**src/hdl/napt_consts.vh**
```
// Shared constants of the address and port translation engine.
// Assumes inclusion by bare name from the design file.
`ifndef NAPT_CONSTS_VH
`define NAPT_CONSTS_VH
// Timing
`define CLK_HZ          25000000
`define IDLE_TIMEOUT_S  300
`define TIMER_W         9
// Downstream internal router prefix
`define IR_FIRST_OCTET  8'h0a
`define V6_V4_LEN_DIFF  8'h28
// Protocol numbers and public port pool
`define PROTO_IGMP      8'h02
`define PORT_BASE       16'hc000
// Private address ranges
`define PRIV_A_NET      8'h0a
`define PRIV_B_NET      12'hac1
`define PRIV_C_NET      16'hc0a8
// Reset values
`define RST_ADDR        32'h00000000
`define RST_PORT        16'h0000
`endif

```
**src/hdl/napt_translation_engine.v**
```verilog
// Address and port translation engine, one packet descriptor at a time.
// Assumes header fields are parsed upstream and that all inputs come
// from logic on CLK_SYS.
//
// Summary of operation
// - Internal router IPv4 prefix starts with octet ten.
// - Octets two and three are the 16-bit link identifier bytes.
// - IPv4 prefix length is the delegated IPv6 length minus forty.
// - Route next hop is the router's DHCPv4 address.
// - Outbound private-to-public packets create entries on demand.
// - A private pair maps to the same public pair while its entry lives.
// - Inbound packets never create entries.
// - Customer-to-customer headers pass untranslated; only an announced FTP pair is mapped.
// - Outbound: record mapping, replace source with public pair.
// - Replies: look up public destination, restore the private pair.
// - Idle entries expire after 300 seconds by default.
// - Flow end may close an entry early; idle timeout still applies.
// - ICMP errors get outer and inner headers rewritten.
// - FTP announced data ports are translated through the table.
// - Private destinations are never advertised as routes.
// - Customer side uses private addresses only; others are dropped, except IGMP.
// - Many private pairs share one public address, distinct ports.
// - Customer IGMP is consumed locally, never translated.
// - Inbound packets are reverse-translated before any routing.
`include "napt_consts.vh"

module napt_translation_engine #(
  parameter             ENTRIES     = 8,
  parameter             IDX_W       = 3,
  parameter             TICK_CYCLES = `CLK_HZ,
  parameter [8:0]       IDLE_S      = `IDLE_TIMEOUT_S,
  parameter [15:0]      PORT_BASE   = `PORT_BASE
) (
  input  wire        CLK_SYS,        // System clock
  input  wire        ARST_N,         // Async reset, active low
  input  wire [31:0] PUB_ADDR,       // Public address, operator side
  input  wire        IN_VALID,       // Descriptor offered
  output reg         IN_READY,       // Engine idle, takes descriptor
  input  wire        IN_FROM_OP,     // 1: came from operator side
  input  wire [7:0]  IN_PROTO,       // IP protocol number
  input  wire        IN_ICMP_ERR,    // Packet is an ICMP error
  input  wire        IN_FLOW_END,    // TCP FIN or RST seen
  input  wire [31:0] IN_SRC_ADDR,    // Outer source address
  input  wire [15:0] IN_SRC_PORT,    // Outer source port
  input  wire [31:0] IN_DST_ADDR,    // Outer destination address
  input  wire [15:0] IN_DST_PORT,    // Outer destination port
  input  wire [31:0] IN_INR_ADDR,    // Inner endpoint on our side
  input  wire [15:0] IN_INR_PORT,    // Inner endpoint port
  input  wire        IN_FTP_VALID,   // FTP data pair announced
  input  wire [31:0] IN_FTP_ADDR,    // Announced address
  input  wire [15:0] IN_FTP_PORT,    // Announced port
  output reg         OUT_VALID,      // Result pulse
  output reg         OUT_DROP,       // Packet discarded
  output reg         OUT_LOCAL,      // Packet consumed locally
  output reg  [31:0] OUT_SRC_ADDR,   // Rewritten source address
  output reg  [15:0] OUT_SRC_PORT,   // Rewritten source port
  output reg  [31:0] OUT_DST_ADDR,   // Rewritten destination address
  output reg  [15:0] OUT_DST_PORT,   // Rewritten destination port
  output reg  [31:0] OUT_INR_ADDR,   // Rewritten inner address
  output reg  [15:0] OUT_INR_PORT,   // Rewritten inner port
  output reg  [31:0] OUT_FTP_ADDR,   // Rewritten announced address
  output reg  [15:0] OUT_FTP_PORT,   // Rewritten announced port
  input  wire        PD_VALID,       // Prefix delegated to a router
  input  wire [15:0] PD_LINK_IDENTIFIER,     // link_identifier of the prefix
  input  wire [7:0]  PD_LEN,         // Delegated IPv6 prefix length
  input  wire [31:0] PD_NEXT_HOP,    // Router DHCPv4 address
  output reg         ROUTE_VALID,    // Route install pulse
  output reg  [31:0] ROUTE_PREFIX,   // Derived IPv4 prefix
  output reg  [7:0]  ROUTE_LEN,      // Derived prefix length
  output reg  [31:0] ROUTE_NEXT_HOP, // Route next hop
  input  wire        ADV_VALID,      // Route offered for advertising
  input  wire [31:0] ADV_PREFIX,     // Offered prefix
  output reg         ADV_PASS,       // Advertisement allowed pulse
  output reg  [31:0] ADV_OUT_PREFIX  // Prefix allowed out
);

  localparam [1:0] S_IDLE = 2'h0;
  localparam [1:0] S_FTP  = 2'h1;
  localparam [1:0] S_PKT  = 2'h2;

  // Private realm test, used for several decisions
  function is_priv(input [31:0] a);
    is_priv = (a[31:24] == `PRIV_A_NET) || (a[31:20] == `PRIV_B_NET) ||
              (a[31:16] == `PRIV_C_NET);
  endfunction

  // Public port owned by table slot k; fixed per slot
  function [15:0] pub_port(input [IDX_W-1:0] k);
    pub_port = PORT_BASE + {{(16-IDX_W){1'b0}}, k};
  endfunction

  //////////////////////////////////////////////////////////////////////
  // Table storage and held descriptor
  reg [ENTRIES-1:0] ent_v;
  reg [31:0]        ent_addr [0:ENTRIES-1];
  reg [15:0]        ent_port [0:ENTRIES-1];
  reg [8:0]         ent_tmr  [0:ENTRIES-1];
  reg [1:0]         state;
  reg [31:0]        tick_cnt;
  reg               tick;
  reg               h_op, h_err, h_end, h_ftp, f_fail;
  reg [7:0]         h_proto;
  reg [31:0]        h_saddr, h_daddr, h_iaddr, h_faddr;
  reg [15:0]        h_sport, h_dport, h_iport, h_fport;

  //////////////////////////////////////////////////////////////////////
  // Lookup key for the current phase
  reg        key_in;
  reg [31:0] key_addr;
  reg [15:0] key_port;
  always @* begin
    key_in   = (state == S_PKT) && h_op;
    key_addr = h_saddr;
    key_port = h_sport;
    if (state == S_FTP) begin
      key_addr = h_faddr;
      key_port = h_fport;
    end else if (h_err) begin
      key_addr = h_iaddr;
      key_port = h_iport;
    end else if (h_op) begin
      key_port = h_dport;
    end
  end

  // Search for a hit and the lowest free slot
  integer i;
  reg             hit, free;
  reg [IDX_W-1:0] hit_idx, free_idx;
  always @* begin
    hit = 1'b0;
    free = 1'b0;
    hit_idx = {IDX_W{1'b0}};
    free_idx = {IDX_W{1'b0}};
    for (i = ENTRIES - 1; i >= 0; i = i - 1) begin
      if (ent_v[i] && (key_in ? key_port == pub_port(i[IDX_W-1:0]) :
          (ent_addr[i] == key_addr && ent_port[i] == key_port))) begin
        hit = 1'b1;
        hit_idx = i[IDX_W-1:0];
      end
      if (!ent_v[i]) begin
        free = 1'b1;
        free_idx = i[IDX_W-1:0];
      end
    end
  end

  //////////////////////////////////////////////////////////////////////
  // Packet decision
  reg             d_local, d_pass, d_drop, do_hit, do_alloc;
  reg [IDX_W-1:0] tr_idx;
  always @* begin
    d_local  = !h_op && (h_proto == `PROTO_IGMP);
    // A public source never passes, even towards a private host
    d_pass   = !h_op && is_priv(h_saddr) && is_priv(h_daddr);
    d_drop   = 1'b0;
    do_hit   = 1'b0;
    do_alloc = 1'b0;
    tr_idx   = hit ? hit_idx : free_idx;
    if (state == S_FTP) begin
      do_hit   = hit;
      do_alloc = !hit && free && is_priv(h_faddr);
    end else if (state == S_PKT && !d_local && !d_pass) begin
      if (h_op) begin
        // Only our address with a live entry gets in
        do_hit = hit && (h_daddr == PUB_ADDR);
        d_drop = !do_hit;
      end else if (!is_priv(h_saddr) || f_fail) begin
        d_drop = 1'b1;
      end else begin
        do_hit   = hit;
        // Errors never open entries; full table drops
        do_alloc = !hit && free && !h_err;
        d_drop   = !hit && (!free || h_err);
      end
    end
  end

  //////////////////////////////////////////////////////////////////////
  // One-second tick for idle timers
  always @(posedge CLK_SYS or negedge ARST_N) begin
    if (!ARST_N) begin
      tick_cnt <= 32'h0;
      tick <= 1'b0;
    end else begin
      tick <= (tick_cnt == TICK_CYCLES - 1);
      tick_cnt <= (tick_cnt == TICK_CYCLES - 1) ? 32'h0 : tick_cnt + 32'h1;
    end
  end

  // Entry ageing, refresh, closing and allocation; later writes win
  always @(posedge CLK_SYS or negedge ARST_N) begin
    if (!ARST_N) begin
      ent_v <= {ENTRIES{1'b0}};
      for (i = 0; i < ENTRIES; i = i + 1) begin
        ent_addr[i] <= `RST_ADDR;
        ent_port[i] <= `RST_PORT;
        ent_tmr[i] <= 9'h0;
      end
    end else begin
      for (i = 0; i < ENTRIES; i = i + 1) begin
        if (ent_v[i] && ent_tmr[i] == 9'h0)
          ent_v[i] <= 1'b0;
        else if (ent_v[i] && tick)
          ent_tmr[i] <= ent_tmr[i] - 9'h1;
        if (do_hit && hit_idx == i[IDX_W-1:0]) begin
          ent_tmr[i] <= IDLE_S;
          ent_v[i] <= !(state == S_PKT && h_end);
        end
        if (do_alloc && free_idx == i[IDX_W-1:0]) begin
          ent_v[i] <= 1'b1;
          ent_addr[i] <= key_addr;
          ent_port[i] <= key_port;
          ent_tmr[i] <= IDLE_S;
        end
      end
    end
  end

  //////////////////////////////////////////////////////////////////////
  // Sequencer and rewrite; FTP pair is mapped one cycle before the packet
  always @(posedge CLK_SYS or negedge ARST_N) begin
    if (!ARST_N) begin
      state <= S_IDLE;
      IN_READY <= 1'b1;
      {h_op, h_err, h_end, h_ftp, f_fail} <= 5'h0;
      h_proto <= 8'h0;
      {h_saddr, h_daddr, h_iaddr, h_faddr} <= 128'h0;
      {h_sport, h_dport, h_iport, h_fport} <= 64'h0;
      {OUT_VALID, OUT_DROP, OUT_LOCAL} <= 3'h0;
      {OUT_SRC_ADDR, OUT_DST_ADDR, OUT_INR_ADDR, OUT_FTP_ADDR} <= 128'h0;
      {OUT_SRC_PORT, OUT_DST_PORT, OUT_INR_PORT, OUT_FTP_PORT} <= 64'h0;
    end else begin
      OUT_VALID <= 1'b0;
      case (state)
        S_IDLE: begin
          if (IN_VALID) begin
            IN_READY <= 1'b0;
            h_op <= IN_FROM_OP;
            h_err <= IN_ICMP_ERR;
            h_end <= IN_FLOW_END;
            h_ftp <= IN_FTP_VALID && !IN_FROM_OP;
            f_fail <= 1'b0;
            h_proto <= IN_PROTO;
            h_saddr <= IN_SRC_ADDR;
            h_sport <= IN_SRC_PORT;
            h_daddr <= IN_DST_ADDR;
            h_dport <= IN_DST_PORT;
            h_iaddr <= IN_INR_ADDR;
            h_iport <= IN_INR_PORT;
            h_faddr <= IN_FTP_ADDR;
            h_fport <= IN_FTP_PORT;
            state <= (IN_FTP_VALID && !IN_FROM_OP) ? S_FTP : S_PKT;
          end
        end
        S_FTP: begin
          // Announced pair shares the table with ordinary flows
          f_fail <= !(do_hit || do_alloc);
          h_faddr <= PUB_ADDR;
          h_fport <= pub_port(tr_idx);
          state <= S_PKT;
        end
        S_PKT: begin
          OUT_VALID <= 1'b1;
          OUT_DROP <= d_drop;
          OUT_LOCAL <= d_local;
          OUT_SRC_ADDR <= h_saddr;
          OUT_SRC_PORT <= h_sport;
          OUT_DST_ADDR <= h_daddr;
          OUT_DST_PORT <= h_dport;
          OUT_INR_ADDR <= h_iaddr;
          OUT_INR_PORT <= h_iport;
          OUT_FTP_ADDR <= h_faddr;
          OUT_FTP_PORT <= h_fport;
          if ((do_hit || do_alloc) && !h_op) begin
            OUT_SRC_ADDR <= PUB_ADDR;
            if (h_err) begin
              OUT_INR_ADDR <= PUB_ADDR;
              OUT_INR_PORT <= pub_port(tr_idx);
            end else begin
              OUT_SRC_PORT <= pub_port(tr_idx);
            end
          end else if (do_hit) begin
            OUT_DST_ADDR <= ent_addr[hit_idx];
            if (h_err) begin
              OUT_INR_ADDR <= ent_addr[hit_idx];
              OUT_INR_PORT <= ent_port[hit_idx];
            end else begin
              OUT_DST_PORT <= ent_port[hit_idx];
            end
          end
          IN_READY <= 1'b1;
          state <= S_IDLE;
        end
        default: begin
          IN_READY <= 1'b1;
          state <= S_IDLE;
        end
      endcase
    end
  end

  //////////////////////////////////////////////////////////////////////
  // Internal router route and advertisement filter
  always @(posedge CLK_SYS or negedge ARST_N) begin
    if (!ARST_N) begin
      ROUTE_VALID <= 1'b0;
      ROUTE_PREFIX <= `RST_ADDR;
      ROUTE_LEN <= 8'h0;
      ROUTE_NEXT_HOP <= `RST_ADDR;
      ADV_PASS <= 1'b0;
      ADV_OUT_PREFIX <= `RST_ADDR;
    end else begin
      ROUTE_VALID <= PD_VALID;
      if (PD_VALID) begin
        ROUTE_PREFIX <= {`IR_FIRST_OCTET, PD_LINK_IDENTIFIER, 8'h00};
        // Short IPv6 lengths clamp to zero rather than wrap
        ROUTE_LEN <= (PD_LEN >= `V6_V4_LEN_DIFF) ?
                     PD_LEN - `V6_V4_LEN_DIFF : 8'h0;
        ROUTE_NEXT_HOP <= PD_NEXT_HOP;
      end
      ADV_PASS <= ADV_VALID && !is_priv(ADV_PREFIX);
      if (ADV_VALID)
        ADV_OUT_PREFIX <= ADV_PREFIX;
    end
  end

endmodule // napt_translation_engine

```
**config.mk**
```make
export PLATFORM = sky130hd
export DESIGN_NAME = napt_translation_engine
export DESIGN_NICKNAME = d
export VERILOG_FILES = /design/src/hdl/napt_translation_engine.v
export VERILOG_INCLUDE_DIRS = /design/src /design/src/hdl
export SDC_FILE = /design/constraint.sdc
export NUM_CORES = 2
export LEC_CHECK = 0
export BUFFER_PORTS_ARGS = -buffer_cell sky130_fd_sc_hd__buf_2
export CAP_MARGIN = 15
export CORE_MARGIN = 5
export CORE_UTILIZATION = 35
export DETAILED_ROUTE_END_ITERATION = 6
export SLEW_MARGIN = 20
export SYNTH_ARGS = -nofsm -noshare
export SYNTH_HDL_FRONTEND = slang
export SYNTH_SLANG_ARGS = --single-unit
```
**constraint.sdc**
```tcl
create_clock -name CLK_SYS -period 5.4 [get_ports CLK_SYS]
set_input_delay 1.62 -clock CLK_SYS [delete_from_list [all_inputs] [get_ports CLK_SYS]]
set_output_delay 1.62 -clock CLK_SYS [all_outputs]
set_load 0.02 [all_outputs]
```
==> summary.txt <==
Outcome
  – Status: finished, violations left
  – Failing checks: negative setup slack

Timing
  – # setup viols final: 40
  – Final worst slack: -59.7 ps
  – Clk_skew: 74.3 ps
  – Final hold vios: 0
  – Final setup TNS: -886 ps
  – Fin crit period: 5460 ps
  – FMAX: 183 MHz
  – Worst-margin pin slew: 1190 ps
  – Max-slew violations: 0
  – Final worst-path cycle share: 101%
  – RSZ-0062 raised after global routing: no
  – WHS: 473 ps
  – Worst slew margin: 20.2%

Logic synthesis
  – Post-synth EDFFs: 0
  – Distinct cells, synth: between 100 and 150
  – Main synth FF type: dfrtp_1
  – Syn avg cell area: 9.34 µm²
  – Yosys reg bits: 990
  – Synth area leaders: dfrtp_1 46%, nand2_1 7.6%, o21ai_0 4.9%
  – Post-Syn Area: 0.0535 mm²
  – Share of the synthesized area in the top cell type: between 40 and 50%
  – Warnings, synthesis: 0
  – Sequential area share after synthesis: 46.3%
  – Mapped Cells: 5727
  – Yosys top cell by area: dfrtp_1
  – Async set-reset flop share out of synthesis: 100%

Layout
  – Area Overhead vs Synth: 28.9%
  – Commonest non-fill, non-tap cell in the layout: nand2_1
  – Biggest register: ent_addr
  – Commonest cells after routing, fill and taps aside: 1076 x nand2_1, 985 x dfrtp_1, 690 x buf_4, 615 x buf_2, 521 x o21ai_0
  – Max reg flops: roughly 260
  – Fin cells: 8989
  – Post-route cell area: about 0.07 mm²
  – Fin nets: 7197
  – Fillers: 14960
  – Largest registers: ent_addr x256, ent_port x128, ent_tmr x72
  – Share of layout cells above drive strength 1: 26.5%

Worst setup path
  – Startpoint Class: register
  – Crit path launch: h_err
  – Reg-to-reg slack, setup: -60 ps
  – Worst-path fanout max: 41
  – Crit. End Element: register
  – R2R Path Start: h_err
  – Crit path to: ent_addr[54]
  – RR Endpoint: ent_addr[54]
  – Arrival @ worst endpoint: approximately 6000 ps
  – Reg2Reg Depth: 15
  – Worst Path Required: around 6000 ps
  – CP Class: register to register

Placement
  – Gp weighted congestion: between 1 and 1.5
  – DP Wirelength: 239000 µm
  – Inst Count DP: 8768
  – IO buf count: approximately 600
  – Post-DP Area: 0.0648 mm²

Pwr
  – Max VDD drop: 0.261 mV
  – Pleak: 0.0320 µW
  – PwrDens: 380 mW/mm²
  – Tot Pwr: around 26000 µW

Routing
  – Remaining antenna violation count: 0
  – WL met2: 130000 µm
  – Residual DRC: 0
  – Vias per inst: 5.83
  – Via count: 52435
  – Average wire per standard cell: 33.2 µm
  – Top Layer Used: met5
  – Metal1 wirelength: 119000 µm
  – DRT Pass-1 Iters: 6
  – Final WL: roughly 300000 µm
  – Drt first-iter violations: 5588
  – Wire length on met3: 23500 µm

GRT
  – GR Util All Layers: a little over a third
  – Largest net degree at the start of global routing: 141
  – Total gr overflow: 0
  – Initial antenna violation count: 21
  – First-pass GRT wire length: around 410000 µm
  – Vias in the first global route: 51113

Clock network
  – CTS Buf Count: 112
  – Clk_lat worst skew: 780 ps
  – Sink count of the clock tree: 990
  – Clk slew on worst S/H paths: around 70 ps
  – Clock buffer depth: 3
  – CTS tree: built
  – H-tree depth: 3
  – Root Driver: clkbuf_16

Floorplanning
  – # rows: about 140
  – Die Ht: 401 µm
  – Die ar.: 0.161 mm²
  – Die width: 401 µm
  – Initial core utilization: about a third
  – Core Area: 0.152 mm²
  – Total I/O pin count: ~630

Worst hold path
  – Hold WC Path Type: register to register

Run
  – Max-cap viol count: 0
## synthesized netlist by cell type (all sizes together) (17+ instances only)
cell and instances:
nand2 1078, dfrtp 989, o21ai 579, xnor2 255
clkbuf 253, mux2i 204, inv 197, buf 166
xor2 163, nor2 143, nand3 138, a21oi 137
mux2 131, nand4 93, o221ai 91, nor4 86
o2111ai 79, and2 72, a22o 67, o31ai 64
nand2b 55, nor3 52, o22ai 51, or3 49
a31oi 45, nand3b 44, and3 43, a32oi 33
o211a 33, and3b 30, or2 22, or4 21
nor2b 17, nor4b 17, o211ai 17
## logic make-up (layout without fill, tap and decap cells)
logic type / after synthesis / count (layout) / synth area share, %
AND/OR/NAND/NOR: 2020 / 2020 / 18.3
flip-flops: 990 / 990 / 46.3
AO/OA/AOI/OAI: 1336 / 1336 / 16.5
multiplexers: 335 / 335 / 6.67
adder cells (fa/ha/maj): 10 / 10 / 0.234
other: 1 / 23 / 0.00701
XOR/XNOR: 418 / 418 / 6.87
buffers and inverters: 617 / 1827 / 5.08
## worst max-delay path: stages, from the launching register on
cell and delay [ps]:
dfrtp_4 590, buf_4 190, a2111oi_2 820, nor2_1 190
buf_4 240, xnor2_1 190, and4_1 310, nand4_1 260
nor4_2 120, or4b_1 700, nor4_4 560, buf_4 230
nand3_2 340, buf_12 340, nand2_1 90, o21ai_0 80
## metrics by stage
step | setup slack (ps) | util, %
floorplan | 953 | -
global placement | -330 | 42.7
detailed placement | -347 | 42.7
CTS | 13.3 | 45.3
global route | 4.08 | 45.4
finish | -59.7 | 45.4
## layer usage
metal  up-vias  track usage, %
met2      2898            54.6
met4        18            24.9
met3       733            7.07
met1     26202            45.8
li1      22584               -
met5         -               0
## what timing repair did
| item | in CTS | in global routing |
|---|---|---|
| resized for setup | 7 | 23 |
| endpoints found under the hold margin | 0 | 0 |
| pin swaps | 0 | 2 |
| hold buffers | 0 | 0 |
| buffers inserted | 0 | 6 |
| endpoints found under the setup margin | 148 | 150 |
## final cells by class
| class | count | area, µm² | area share, % |
|---|---|---|---|
| antenna | 9 | 22.5 | 0.0327 |
| clock inverter | 47 | 677 | 0.982 |
| timing repair buffer | 1423 | 10600 | 15.4 |
| multi-input combinational | 4133 | 26400 | 38.2 |
| sequential | 990 | 24800 | 35.9 |
| clock buffer | 159 | 3220 | 4.67 |
| tap | 2030 | 2540 | 3.68 |
| inverter | 198 | 744 | 1.08 |
## worst min path at each step
| stage | cells after the start | startpoint | to | slack (ps) |
|---|---|---|---|---|
| 6_report | 1 | tick_cnt[31] | tick_cnt[31] | 470 |
| 5_1_grt | 1 | tick_cnt[31] | tick_cnt[31] | 490 |
| 4_1_cts | 1 | tick_cnt[31] | tick_cnt[31] | 470 |
| 3_5_place_dp | 2 | h_proto[1] | h_proto[1] | 460 |
| 3_3_place_gp | 2 | OUT_FTP_PORT[10] | OUT_FTP_PORT[10] | 460 |
| 2_1_floorplan | 2 | f_fail | f_fail | 440 |
## power by group
group | internal [µW] | switching [µW]
Combinational | 3060 | 5830
Sequential | 8180 | 885
Clock | 4780 | 3430
Total | 16000 | 10100
No activity file was read; power rests on OpenSTA's default activity.
